File: config.mk
export PLATFORM = sky130hd
export DESIGN_NAME = ebh_hold
export DESIGN_NICKNAME = d
export VERILOG_FILES = /design/src/core/ebh_pkg.sv /design/src/core/ebh_hold.sv /design/src/core/ebh_sync.sv
export SDC_FILE = /design/constraint.sdc
export NUM_CORES = 1
export LEC_CHECK = 0
export BUFFER_PORTS_ARGS = -buffer_cell sky130_fd_sc_hd__buf_2
export CAP_MARGIN = 20
export CORE_AREA = 5 5 103 105
export DETAILED_ROUTE_END_ITERATION = 7
export DIE_AREA = 0 0 108 110
export PLACE_DENSITY_LB_ADDON = 0.12
export REMOVE_ABC_BUFFERS = 1
export SYNTH_ARGS = -nofsm -noshare
export SYNTH_HDL_FRONTEND = slang
export SYNTH_SLANG_ARGS = --single-unit
File: constraint.sdc
create_clock -name clk_sys -period 2.1 [get_ports clk_sys]
set_clock_uncertainty 0.2 [all_clocks]
set_input_delay 0.315 -clock clk_sys [delete_from_list [all_inputs] [get_ports clk_sys]]
set_output_delay 0.315 -clock clk_sys [all_outputs]
set_load 0.01 [all_outputs]
File: src/core/ebh_pkg.sv
// package: constants and carrier types for the bus hold handshake
package ebh_pkg;
	// handshake delays in cpu clock cycles, burst length in accesses, sync depth and counter width
	localparam int RELEASE_MIN_CYC = 4;
	localparam int GRANT_MAX_CYC = 2;
	localparam int DRIVE_MIN_CYC = 3;
	localparam int DRIVE_MAX_CYC = 7;
	localparam int BURST_MIN_LEN = 8;
	localparam int SYNC_STAGES = 2;
	localparam int CNT_W = 4;
	// reset values
	localparam logic GRANT_RST_N = 1'b1;
	localparam logic SYNC_RST = 1'b1;
	// pin group widths
	localparam int CE_W = 4;
	localparam int BE_W = 4;
	localparam int ED_W = 32;
	localparam int EA_W = 20;
	// handshake phases
	typedef enum logic [2:0] {
		EBH_OWN,
		EBH_DRAIN,
		EBH_FLOAT,
		EBH_HELD,
		EBH_RETAKE,
		EBH_DRIVEN
	} ebh_state_t;
	// memory port pin group as driven by the core
	typedef struct packed {
		logic [CE_W-1:0] chip_selects_n;
		logic [BE_W-1:0] memory_byte_enables_n;
		logic [ED_W-1:0] memory_data_lines;
		logic [EA_W-1:0] memory_address_lines;
		logic async_read_strobe_n;
		logic async_output_enable_n;
		logic async_write_strobe_n;
		logic column_or_burst_address_strobe_n;
		logic row_strobe_or_sync_output_enable_n;
		logic sync_write_strobe_n;
		logic sdram_a10_line;
	} ebh_port_t;
	// per-pin output enables for the same group
	typedef struct packed {
		logic [CE_W-1:0] ce_oe;
		logic [BE_W-1:0] be_oe;
		logic [ED_W-1:0] ed_oe;
		logic [EA_W-1:0] ea_oe;
		logic [6:0] strobe_oe;
	} ebh_port_oe_t;
endpackage

File: src/core/ebh_hold.sv
// external memory port hold request / grant handshake
// Function
// - release port no sooner than four cycles
// - grant within two cycles of release
// - redrive port three to seven cycles after
// - drop grant within two cycles of redrive
// - pending transactions finish before grant
// - burst priority holds off for eight accesses
// - idle port releases at minimum delay
// - hold disable bit blocks the grant
// - all memory port pins float together
`timescale 1ns/10ps
module ebh_hold (
	// clock and reset
	input wire logic clk_sys,
	input wire logic resetn,
	// hold handshake pins
	input wire logic hold_req_n,
	output logic bus_hold_grant_n,
	// configuration
	input wire logic hold_disable_bit,
	input wire logic burst_eight_priority_bit,
	// memory controller status
	input wire logic xfer_busy,
	input wire logic sdram_access_done,
	input wire logic async_ready_input,
	// memory port from controller, out to pins
	input wire ebh_pkg::ebh_port_t port_in,
	output ebh_pkg::ebh_port_t port_out,
	output ebh_pkg::ebh_port_oe_t port_oe,
	// tells the controller to start nothing new
	output logic hold_stall
);
	////////////////////////////////////////////////////////////////
	// state record
	typedef struct packed {
		ebh_pkg::ebh_state_t st;
		logic [ebh_pkg::CNT_W-1:0] cnt;
		logic [ebh_pkg::CNT_W-1:0] burst;
		logic float_en;
		logic grant_n;
		ebh_pkg::ebh_port_t pins;
	} ebh_hold_state_t;

	ebh_hold_state_t s_r; // registered state
	ebh_hold_state_t s_nxt; // next state
	logic req_s; // synchronised request, active high
	logic req_n_s; // synchronised request pin

	////////////////////////////////////////////////////////////////
	// request crossing
	// two flop sync
	ebh_sync #(.RST_VAL(ebh_pkg::SYNC_RST)) u_sync (
		.clk_sys(clk_sys),
		.resetn(resetn),
		.d_async(hold_req_n),
		.q_sync(req_n_s)
	);
	assign req_s = ~req_n_s;

	////////////////////////////////////////////////////////////////
	// next-state logic
	always_comb begin
		s_nxt = s_r;
		// pins follow the controller, registered
		s_nxt.pins = port_in;
		unique case (s_r.st)
			// port owned, waiting for a request
			ebh_pkg::EBH_OWN: begin
				s_nxt.cnt = '0;
				s_nxt.burst = '0;
				if (req_s && !hold_disable_bit) begin
					s_nxt.st = ebh_pkg::EBH_DRAIN;
					s_nxt.cnt = 4'(1);
				end
			end
			// waiting out the minimum and pending work
			ebh_pkg::EBH_DRAIN: begin
				if (s_r.cnt != '1)
					s_nxt.cnt = s_r.cnt + 4'(1);
				if (sdram_access_done && s_r.burst != '1)
					s_nxt.burst = s_r.burst + 4'(1);
				if (!req_s || hold_disable_bit) begin
					// request withdrawn or hold disabled before release
					s_nxt.st = ebh_pkg::EBH_OWN;
				end else if (s_r.cnt >= 4'(ebh_pkg::RELEASE_MIN_CYC - 2)
						&& !xfer_busy
						&& (!burst_eight_priority_bit
						|| s_r.burst >= 4'(ebh_pkg::BURST_MIN_LEN))) begin
					s_nxt.st = ebh_pkg::EBH_FLOAT;
					s_nxt.float_en = 1'b1;
				end
			end
			// port floating, grant next edge
			ebh_pkg::EBH_FLOAT: begin
				s_nxt.grant_n = 1'b0;
				s_nxt.st = ebh_pkg::EBH_HELD;
			end
			// master owns the port
			ebh_pkg::EBH_HELD: begin
				s_nxt.cnt = '0;
				if (!req_s) begin
					s_nxt.st = ebh_pkg::EBH_RETAKE;
					s_nxt.cnt = 4'(1);
				end
			end
			// counting toward redrive
			ebh_pkg::EBH_RETAKE: begin
				s_nxt.cnt = s_r.cnt + 4'(1);
				if (s_r.cnt >= 4'(ebh_pkg::DRIVE_MIN_CYC - 2)) begin
					s_nxt.float_en = 1'b0;
					s_nxt.st = ebh_pkg::EBH_DRIVEN;
				end
			end
			// driven again, drop grant
			ebh_pkg::EBH_DRIVEN: begin
				s_nxt.grant_n = 1'b1;
				s_nxt.st = ebh_pkg::EBH_OWN;
			end
			default: s_nxt.st = ebh_pkg::EBH_OWN;
		endcase
	end

	////////////////////////////////////////////////////////////////
	// state register
	always_ff @(posedge clk_sys or negedge resetn) begin
		if (!resetn) begin
			s_r.st <= ebh_pkg::EBH_OWN;
			s_r.cnt <= '0;
			s_r.burst <= '0;
			s_r.float_en <= 1'b0;
			s_r.grant_n <= ebh_pkg::GRANT_RST_N;
			s_r.pins <= '1;
		end else begin
			s_r <= s_nxt;
		end
	end

	////////////////////////////////////////////////////////////////
	// outputs
	// one enable for every pin
	assign port_oe = {$bits(ebh_pkg::ebh_port_oe_t){~s_r.float_en}};
	assign port_out = s_r.pins;
	assign bus_hold_grant_n = s_r.grant_n;
	// keeps new work off the port once hold is pending
	assign hold_stall = (s_r.st != ebh_pkg::EBH_OWN);

	////////////////////////////////////////////////////////////////
	// checks
	logic float_q; // float enable one cycle back
	always_ff @(posedge clk_sys or negedge resetn) begin
		if (!resetn)
			float_q <= 1'b0;
		else
			float_q <= s_r.float_en;
	end
	wire float_rise = s_r.float_en && !float_q;
	wire float_fall = !s_r.float_en && float_q;

	property p_min_release;
		@(posedge clk_sys) disable iff (!resetn)
		$fell(hold_req_n) |-> (!s_r.float_en) [*4];
	endproperty
	a_min_release: assert property (p_min_release)
		else $error("port floated before four cycles");

	property p_grant_after_float;
		@(posedge clk_sys) disable iff (!resetn)
		float_rise |-> ##[0:2] !bus_hold_grant_n;
	endproperty
	a_grant_after_float: assert property (p_grant_after_float)
		else $error("grant late after float");

	property p_redrive_window;
		@(posedge clk_sys) disable iff (!resetn)
		($rose(hold_req_n) && s_r.st == ebh_pkg::EBH_HELD)
			|-> s_r.float_en [*3] ##[0:4] !s_r.float_en;
	endproperty
	a_redrive_window: assert property (p_redrive_window)
		else $error("redrive outside window");

	property p_drop_after_drive;
		@(posedge clk_sys) disable iff (!resetn)
		float_fall |-> ##[0:2] bus_hold_grant_n;
	endproperty
	a_drop_after_drive: assert property (p_drop_after_drive)
		else $error("grant held after redrive");

	property p_no_float_busy;
		@(posedge clk_sys) disable iff (!resetn)
		float_rise |-> !$past(xfer_busy);
	endproperty
	a_no_float_busy: assert property (p_no_float_busy)
		else $error("port floated with transfer pending");

	property p_burst_first;
		@(posedge clk_sys) disable iff (!resetn)
		(float_rise && $past(burst_eight_priority_bit))
			|-> $past(s_r.burst) >= 4'(ebh_pkg::BURST_MIN_LEN);
	endproperty
	a_burst_first: assert property (p_burst_first)
		else $error("released before eight bursts");

	property p_idle_min;
		@(posedge clk_sys) disable iff (!resetn)
		($fell(req_n_s) && !hold_disable_bit && !burst_eight_priority_bit)
			##1 (!xfer_busy && req_s && !hold_disable_bit) [*3]
			|-> s_r.float_en;
	endproperty
	a_idle_min: assert property (p_idle_min)
		else $error("idle port not released at minimum");

	property p_disable_blocks;
		@(posedge clk_sys) disable iff (!resetn)
		(hold_disable_bit && s_r.st == ebh_pkg::EBH_OWN)
			|=> s_r.st == ebh_pkg::EBH_OWN;
	endproperty
	a_disable_blocks: assert property (p_disable_blocks)
		else $error("hold started while disabled");

	property p_grant_floated;
		@(posedge clk_sys) disable iff (!resetn)
		// grant may trail the redrive by one cycle, so look one edge back
		!bus_hold_grant_n |-> (port_oe == '0 || $past(port_oe) == '0);
	endproperty
	a_grant_floated: assert property (p_grant_floated)
		else $error("pin driven while granted");

	property p_sync_delay;
		@(posedge clk_sys) disable iff (!resetn)
		$fell(hold_req_n) ##1 !hold_req_n |=> !req_n_s;
	endproperty
	a_sync_delay: assert property (p_sync_delay)
		else $error("request sync delay wrong");

	c_grant: cover property (@(posedge clk_sys) disable iff (!resetn)
		$fell(bus_hold_grant_n));
	c_release: cover property (@(posedge clk_sys) disable iff (!resetn)
		$rose(bus_hold_grant_n));
	c_busy_wait: cover property (@(posedge clk_sys) disable iff (!resetn)
		s_r.st == ebh_pkg::EBH_DRAIN && xfer_busy);
	c_burst_wait: cover property (@(posedge clk_sys) disable iff (!resetn)
		float_rise && burst_eight_priority_bit);
endmodule

File: src/core/ebh_sync.sv
// two-stage synchroniser for the asynchronous hold request
`timescale 1ns/10ps
module ebh_sync #(
	parameter logic RST_VAL = 1'b1
) (
	// clock and reset
	input wire logic clk_sys,
	input wire logic resetn,
	// async in, synchronised out
	input wire logic d_async,
	output logic q_sync
);
	// first stage is read only by the second
	logic meta_r;
	always_ff @(posedge clk_sys or negedge resetn) begin
		if (!resetn) begin
			meta_r <= RST_VAL;
			q_sync <= RST_VAL;
		end else begin
			meta_r <= d_async;
			q_sync <= meta_r;
		end
	end
endmodule
==> metrics.txt, run 1 <==
CP delay by family, top flip-flops; CTS tree done; RSZ-0062 raised after global routing no; clock share of power 26.5%; global-route wire length before repair 13000 um; Yosys reg bits 82; number of buffers created by CTS 9; pin count of the biggest net entering global routing 68; Slew Viols, Final 0; CP Capture Type output pin; CP startpoint kind flip-flop; GR Util All Layers 14.2%; total die area 0.0119 sq mm; Setup-failing EPs final 0; Least-Margin Pin Slew 0.401 ns; Logic pwr share 31.6%; Critical R2R Launch s_r[73]; final hold violations 0; H-tree depth 3; layout cells sized above 1 67.8%; Post-synth EDFFs 0; vias per cell 4.02; Final HPWL DP 5860 um; clk buf depth 2; ys async rst share 100%; Core ar. 0.00955 sq mm; CP bufs+invs 1; 1st-pass router iterations 4; Final Critical Period 1.95 ns; synth warn 0; clk root buf clkbuf_8; Starting DRT DRC Count 49; internal power 2.98 mW; Placer Congestion 0.705; synthesized instance count 301; slew margin rel. 73.3%; die height 110 um; pwr dens 923 mW/mm^2; antenna viol nets, final 0; Util after Layout 50.9%; Seq/Total Area, Yosys 57.3%; number of global-route vias before repair 2556; starting density of the core 39.1%; worst IR drop on VDD 0.420 mV; Nets 536; LEAKAGE 2.23 nW; Post-Place Worst Slack 0.284 ns; fmax 0.512 GHz; Reg power frac 42.0%; final instance area 0.00486 sq mm; Rows 36; Die X-Extent 108 um; crit share post-route 93.1%; Clock Latency Late Sink 0.34 ns; switching power share of the total 33.6%; post-synthesis cell area 0.00373 sq mm; Hold Startpoint xfer_busy; Area Overhead vs Synth 30.2%; critical path's largest stage delay 0.48 ns; hold slack 0.103 ns; crit path DAT 1.44 ns; WL/cell 13.9 um; CP Class flip-flop to output pin; CTS sink cnt 82; Total Routed Length 8230 um; ys flop type dfstp_2; total grt overflow 0; initial antenna violation count 0; Via Count 2383; routed wl met3 742 um; met1 wire length 2950 um; highest metal used met4; CTS clock-pin slew for the worst setup and hold paths 0.08 ns; NetSw 1.51 mW; beginning of the critical path s_r[77]; CP Max Fanout 7; slowest CP cell dfrtp_1; CP Cell Sequence or3_4, buf_2; io pins 211; antenna fix cells 0; Max-Cap Viols 0; DRC viols 0; mean post-synth cell area 12.4 sq um; status finished, final reports clean; Tightest Hold Check Type input port to flip-flop; post-synth cell types 40; crit path setup slack, layout 0.145 ns; number of I/O port buffers 209; DR WL met2 4420 um; Cell Area, Placed 0.00396 sq mm; worst endpoint required time 1.58 ns
cells by family (layout without fill, tap and decap cells):
family | after synthesis | count (layout) | share of synthesized area, %
AO/OA/AOI/OAI | 28 | 28 | 5.86
XOR/XNOR | 1 | 1 | 0.235
adder cells (fa/ha/maj) | 6 | 6 | 2.01
flip-flops | 82 | 82 | 57.3
AND/OR/NAND/NOR | 36 | 36 | 5.83
buffers and inverters | 148 | 307 | 28.8
routing by layer:
metal	global-route usage [%]	up-vias
met5	0	-
met4	5.86	0
met3	6.06	10
met2	23.8	100
met1	16.0	1124
li1	-	1149
synthesized netlist by cell type (2+ instances only):
| library cell | instances | area [sq um] |
|---|---|---|
| nor3_1 | 3 | 15.0 |
| o21ai_0 | 6 | 30.0 |
| a31oi_1 | 4 | 25.0 |
| dfrtp_1 | 12 | 300 |
| nor2_1 | 6 | 22.5 |
| nor4_1 | 2 | 12.5 |
| dfstp_2 | 70 | 1840 |
| a21oi_1 | 3 | 15.0 |
| a21boi_0 | 2 | 15.0 |
| nand3_1 | 4 | 20.0 |
| nor2b_1 | 3 | 18.8 |
| nand2b_1 | 2 | 12.5 |
| o31ai_1 | 3 | 22.5 |
| buf_4 | 135 | 1010 |
| or3_1 | 2 | 12.5 |
| inv_1 | 8 | 30.0 |
| o211ai_1 | 2 | 15.0 |
| nand2_1 | 5 | 18.8 |
| ha_1 | 6 | 75.1 |
| buf_2 | 3 | 15.0 |
placed cells by master, fill, tap and decap left out, types with 2 or more instances in the layout:
cell / instances
nand3_1: 4
dfrtp_2: 2
a21oi_1: 3
nor4_1: 2
nor3_1: 3
o31ai_1: 3
dlygate4sd3_1: 69
clkbuf_8: 9
buf_2: 208
o21ai_0: 6
nor2b_1: 3
a31oi_1: 4
dfrtp_1: 10
buf_4: 5
inv_1: 8
dfstp_2: 70
o211ai_1: 2
nand2b_1: 2
ha_1: 6
nor2_1: 6
nand2_1: 5
inv_6: 3
a21boi_0: 2
final cells by class:
| type | instances | area [sq um] |
|---|---|---|
| Fill cell | 872 | 4690 |
| Sequential cell | 82 | 2140 |
| Timing Repair Buffer | 283 | 1790 |
| Multi-Input combinational cell | 71 | 526 |
| Tap cell | 133 | 166 |
| Clock buffer | 9 | 124 |
| Clock inverter | 7 | 85.1 |
| Inverter | 8 | 30.0 |
what timing repair did:
| item | CTS | global route |
|---|---|---|
| hold endpoints to repair | 93 | 0 |
| endpoints found under the setup margin | 0 | 1 |
| buffers inserted | 0 | 0 |
| gates resized for setup | 0 | 3 |
| hold buffers | 69 | 0 |
metrics by stage:
| stage | total power, mW | setup TNS (ns) | cells |
|---|---|---|---|
| after floorplan | 2.56 | -172.97 | 161 |
| after global placement | 3.22 | 0 | 508 |
| after detailed placement | 3.23 | 0 | 508 |
| after CTS | 4.55 | 0 | 593 |
| after global routing | 4.78 | 0 | 593 |
| final | 4.49 | 0 | 593 |
sequential cells by signal (all words and copies together), names as in the netlist:
signal / flops
bus_hold_grant_n: 1
s_r: 12
u_sync.meta_r: 1
port_out: 67
u_sync.q_sync: 1
tightest hold or removal path, stage by stage:
cell      delay (ns)
buf_2           0.08
nor3_1          0.07
nand3b_1        0.09
a221oi_1        0.07
worst paths after layout:
kind | to | slack, ns | cells after the start
setup / recovery | hold_stall | 0.15 | 2
hold / removal | s_r[78] | 0.10 | 4
setup reg to reg | s_r[77] | 0.28 | 6
hold reg to reg | u_sync.q_sync | 0.17 | 0
max in group asynchronous | port_out[39] | 0.85 | 3
min in group asynchronous | s_r[76] | 0.24 | 2
power groups by stage:
stage | Sequential [mW] | Clock [mW] | Combinational, mW
final | 1.88 | 1.19 | 1.42
after global routing | 1.91 | 1.31 | 1.56
after CTS | 1.88 | 1.24 | 1.43
after detailed placement | 1.90 | 0 | 1.33
after global placement | 1.90 | 0 | 1.32
after floorplan | 1.94 | 0 | 0.626
No activity file was read; power rests on OpenSTA's default activity.
==> run 2, diff against run 1 <==
- CAP_MARGIN: 20 -> unset
- CORE_AREA: 5 5 103 105 -> 5 5 99 101
- DIE_AREA: 0 0 108 110 -> 0 0 104 106
- clock period: 2.1 -> 2.22 ns (I/O delays scaled with it)
==> run 2 against run 1 <==
Setup slack lost 0.037 ns. Final cell count shrank 3.9%. Critical path type unchanged. Global-route usage grew 0.058 points. Largest power group unchanged. Worst hold slack gained 0.013 ns. Total power shrank 9.0%. Core utilization grew 2.7 points. Highest routed layer unchanged. Cell area shrank 1.5%. Sequential cell count is the same.
==> metrics.txt, run 2 (synthesis gave the netlist of run 1 again) <==
status finished, final reports clean; Total Routed Length 7830 um (-4.9%); worst endpoint required time 1.69 ns (+0.11 ns); critical path's largest stage delay 0.58 ns (+0.10 ns); pin count of the biggest net entering global routing 68 (unchanged); CTS clock-pin slew for the worst setup and hold paths 0.08 ns (about the same); Final Critical Period 2.11 ns; number of global-route vias before repair 2586 (+1.2%); Least-Margin Pin Slew 0.538 ns (+0.137 ns); final hold violations 0 (unchanged); global-route wire length before repair 12600 um (-3.0%); beginning of the critical path s_r[79]; LEAKAGE 2.22 nW (-0.61%); Critical R2R Launch s_r[73]; crit share post-route 95.1%; CTS sink cnt 82 (unchanged); slowest CP cell dfrtp_1; Area Overhead vs Synth 28.3%; Max-Cap Viols 0 (unchanged); WL/cell 13.7 um (-1.0%); CP delay by family, top flip-flops; Final HPWL DP 5560 um (-5.1%); most common library cell in the layout ignoring fill and taps buf_2; Placer Congestion 0.775 (+9.9%); CP Cell Sequence or3_1, buf_2; crit path setup slack, layout 0.109 ns (-0.0367 ns); Reg2Reg Setup Slack 0.37 ns (+0.09 ns); Die X-Extent 104 um (-3.7%); initial antenna violation count 0 (unchanged); switching power share of the total 34.4% (+0.77 points); CTS tree done; H-tree depth 3 (unchanged); commonest non-fill, non-tap cells in the layout 208 x buf_2, 70 x dfstp_2, 69 x dlygate4sd3_1, 12 x dfrtp_1, 9 x clkbuf_8; DR WL met2 3900 um (-12%); area of the multi-input gates 520 sq um (-0.95%); fill count 798 (-8.5%); antenna viol nets, final 0 (unchanged); met1 wire length 2840 um (-3.6%); CP endpoint hold_stall; Setup-failing EPs final 0 (unchanged); routed wl met3 1010 um (+36%); DRC viols 0 (unchanged); Non-Filler Instances 570 (-3.9%); reg2reg end s_r[77]; Inst Count DP 485 (-4.5%); starting density of the core 41.8% (+2.7 points); total grt overflow 0 (unchanged); crit path DAT 1.58 ns (+0.14 ns); Logic pwr share 32.4% (+0.8 points); Reg power frac 43.7% (+1.7 points); slew margin rel. 64.2% (-9.1 points); Starting DRT DRC Count 51 (+4.1%); clock share of power 23.9% (-2.6 points); CP Class flip-flop to output pin; RSZ-0062 raised after global routing no; clk buf depth 2 (unchanged); Tightest Hold Check Type input port to flip-flop; io pins 211 (unchanged); clk root buf clkbuf_8; highest metal used met4; internal power 2.68 mW (-10%); antenna fix cells 0 (unchanged); GR Util All Layers 14.3% (+0.058 points); 1st-pass router iterations 3 (-1); pwr dens 853 mW/mm^2 (-7.6%); number of I/O port buffers 209 (unchanged); NetSw 1.40 mW (-6.9%); total die area 0.0110 sq mm (-7.2%); Clock Latency Late Sink 0.34 ns (about the same); CP bufs+invs 1 (unchanged); Via Count 2450 (+2.8%); Rows 35 (-2.8%); FF-to-FF path depth 6 (unchanged); die height 106 um (-3.6%); Core ar. 0.00893 sq mm (-6.4%); hold slack 0.116 ns (+0.0131 ns); vias per cell 4.30 (+7.0%); fmax 0.474 GHz; # resized after CTS 0 (unchanged); CP Max Fanout 17 (+10); storage element area 0.00214 sq mm (-0.12%); Util after Layout 53.6% (+2.7 points); Nets 535 (-0.19%); number of buffers created by CTS 9 (unchanged); Slew Viols, Final 0 (unchanged); layout cells sized above 1 67.1% (-0.72 points); CP startpoint kind flip-flop; WP depth 2 (unchanged); Largest register FFs 67 (unchanged); worst IR drop on VDD 0.434 mV (+3.4%); Post-Place Worst Slack 0.393 ns (+0.109 ns); CP Capture Type output pin
[run 2: repair_timing]
| item | 4_1_cts | 5_1_grt |
|---|---|---|
| setup endpoints to repair | 0 | 0 |
| hold endpoints to repair | 89 | 0 |
| buffers inserted | 0 | 0 |
| hold buffers | 69 | 0 |
[run 2: stage by stage]
step | TNS, ns | instance area, sq um | power, mW
CTS | 0 | 4790 | 4.15
detailed placement | 0 | 3920 | 3.06
global route | 0 | 4790 | 4.38
global placement | 0 | 3920 | 3.04
finish | 0 | 4790 | 4.08
floorplan | -166.14 | 2690 | 2.44
[run 2: tightest hold or removal path: cells and delay by family]
family                 cells  cell delay (ns)
AO/OA/AOI/OAI              1             0.06
buffers and inverters      1             0.07
AND/OR/NAND/NOR            2             0.14
[run 2: layer usage]
| metal | GRT usage (%) | vias to the layer above |
|---|---|---|
| li1 | - | 1147 |
| met1 | 15.0 | 1153 |
| met2 | 24.5 | 145 |
| met3 | 7.95 | 5 |
| met4 | 4.16 | 0 |
| met5 | 0 | - |
[run 2: cell type report]
cell class / count / share of cell area [%]
clock buffers: 9 / 2.59
clock inverters: 7 / 1.15
inverters: 8 / 0.627
multi-input cells: 71 / 10.9
flip-flops and latches: 82 / 44.7
well taps: 111 / 2.90
repair buffers: 282 / 37.2
[run 2: power by group through the flow]
stage	sequential (mW)	clock (mW)	combinational (mW)
3_5_place_dp	1.81	0	1.25
5_1_grt	1.81	1.09	1.47
3_3_place_gp	1.80	0	1.24
4_1_cts	1.79	1.02	1.35
2_1_floorplan	1.83	0	0.606
6_report	1.78	0.977	1.32
[run 2: how the worst min path moves through the flow]
stage | startpoint | to | slack, ns | depth (start not counted)
after floorplan | resetn | s_r[68] | -0.16 | 0
after global placement | u_sync.meta_r | u_sync.q_sync | 0.15 | 0
after detailed placement | u_sync.meta_r | u_sync.q_sync | 0.15 | 0
after CTS | xfer_busy | s_r[78] | 0.09 | 4
after global routing | xfer_busy | s_r[78] | 0.10 | 4
final | xfer_busy | s_r[78] | 0.12 | 4
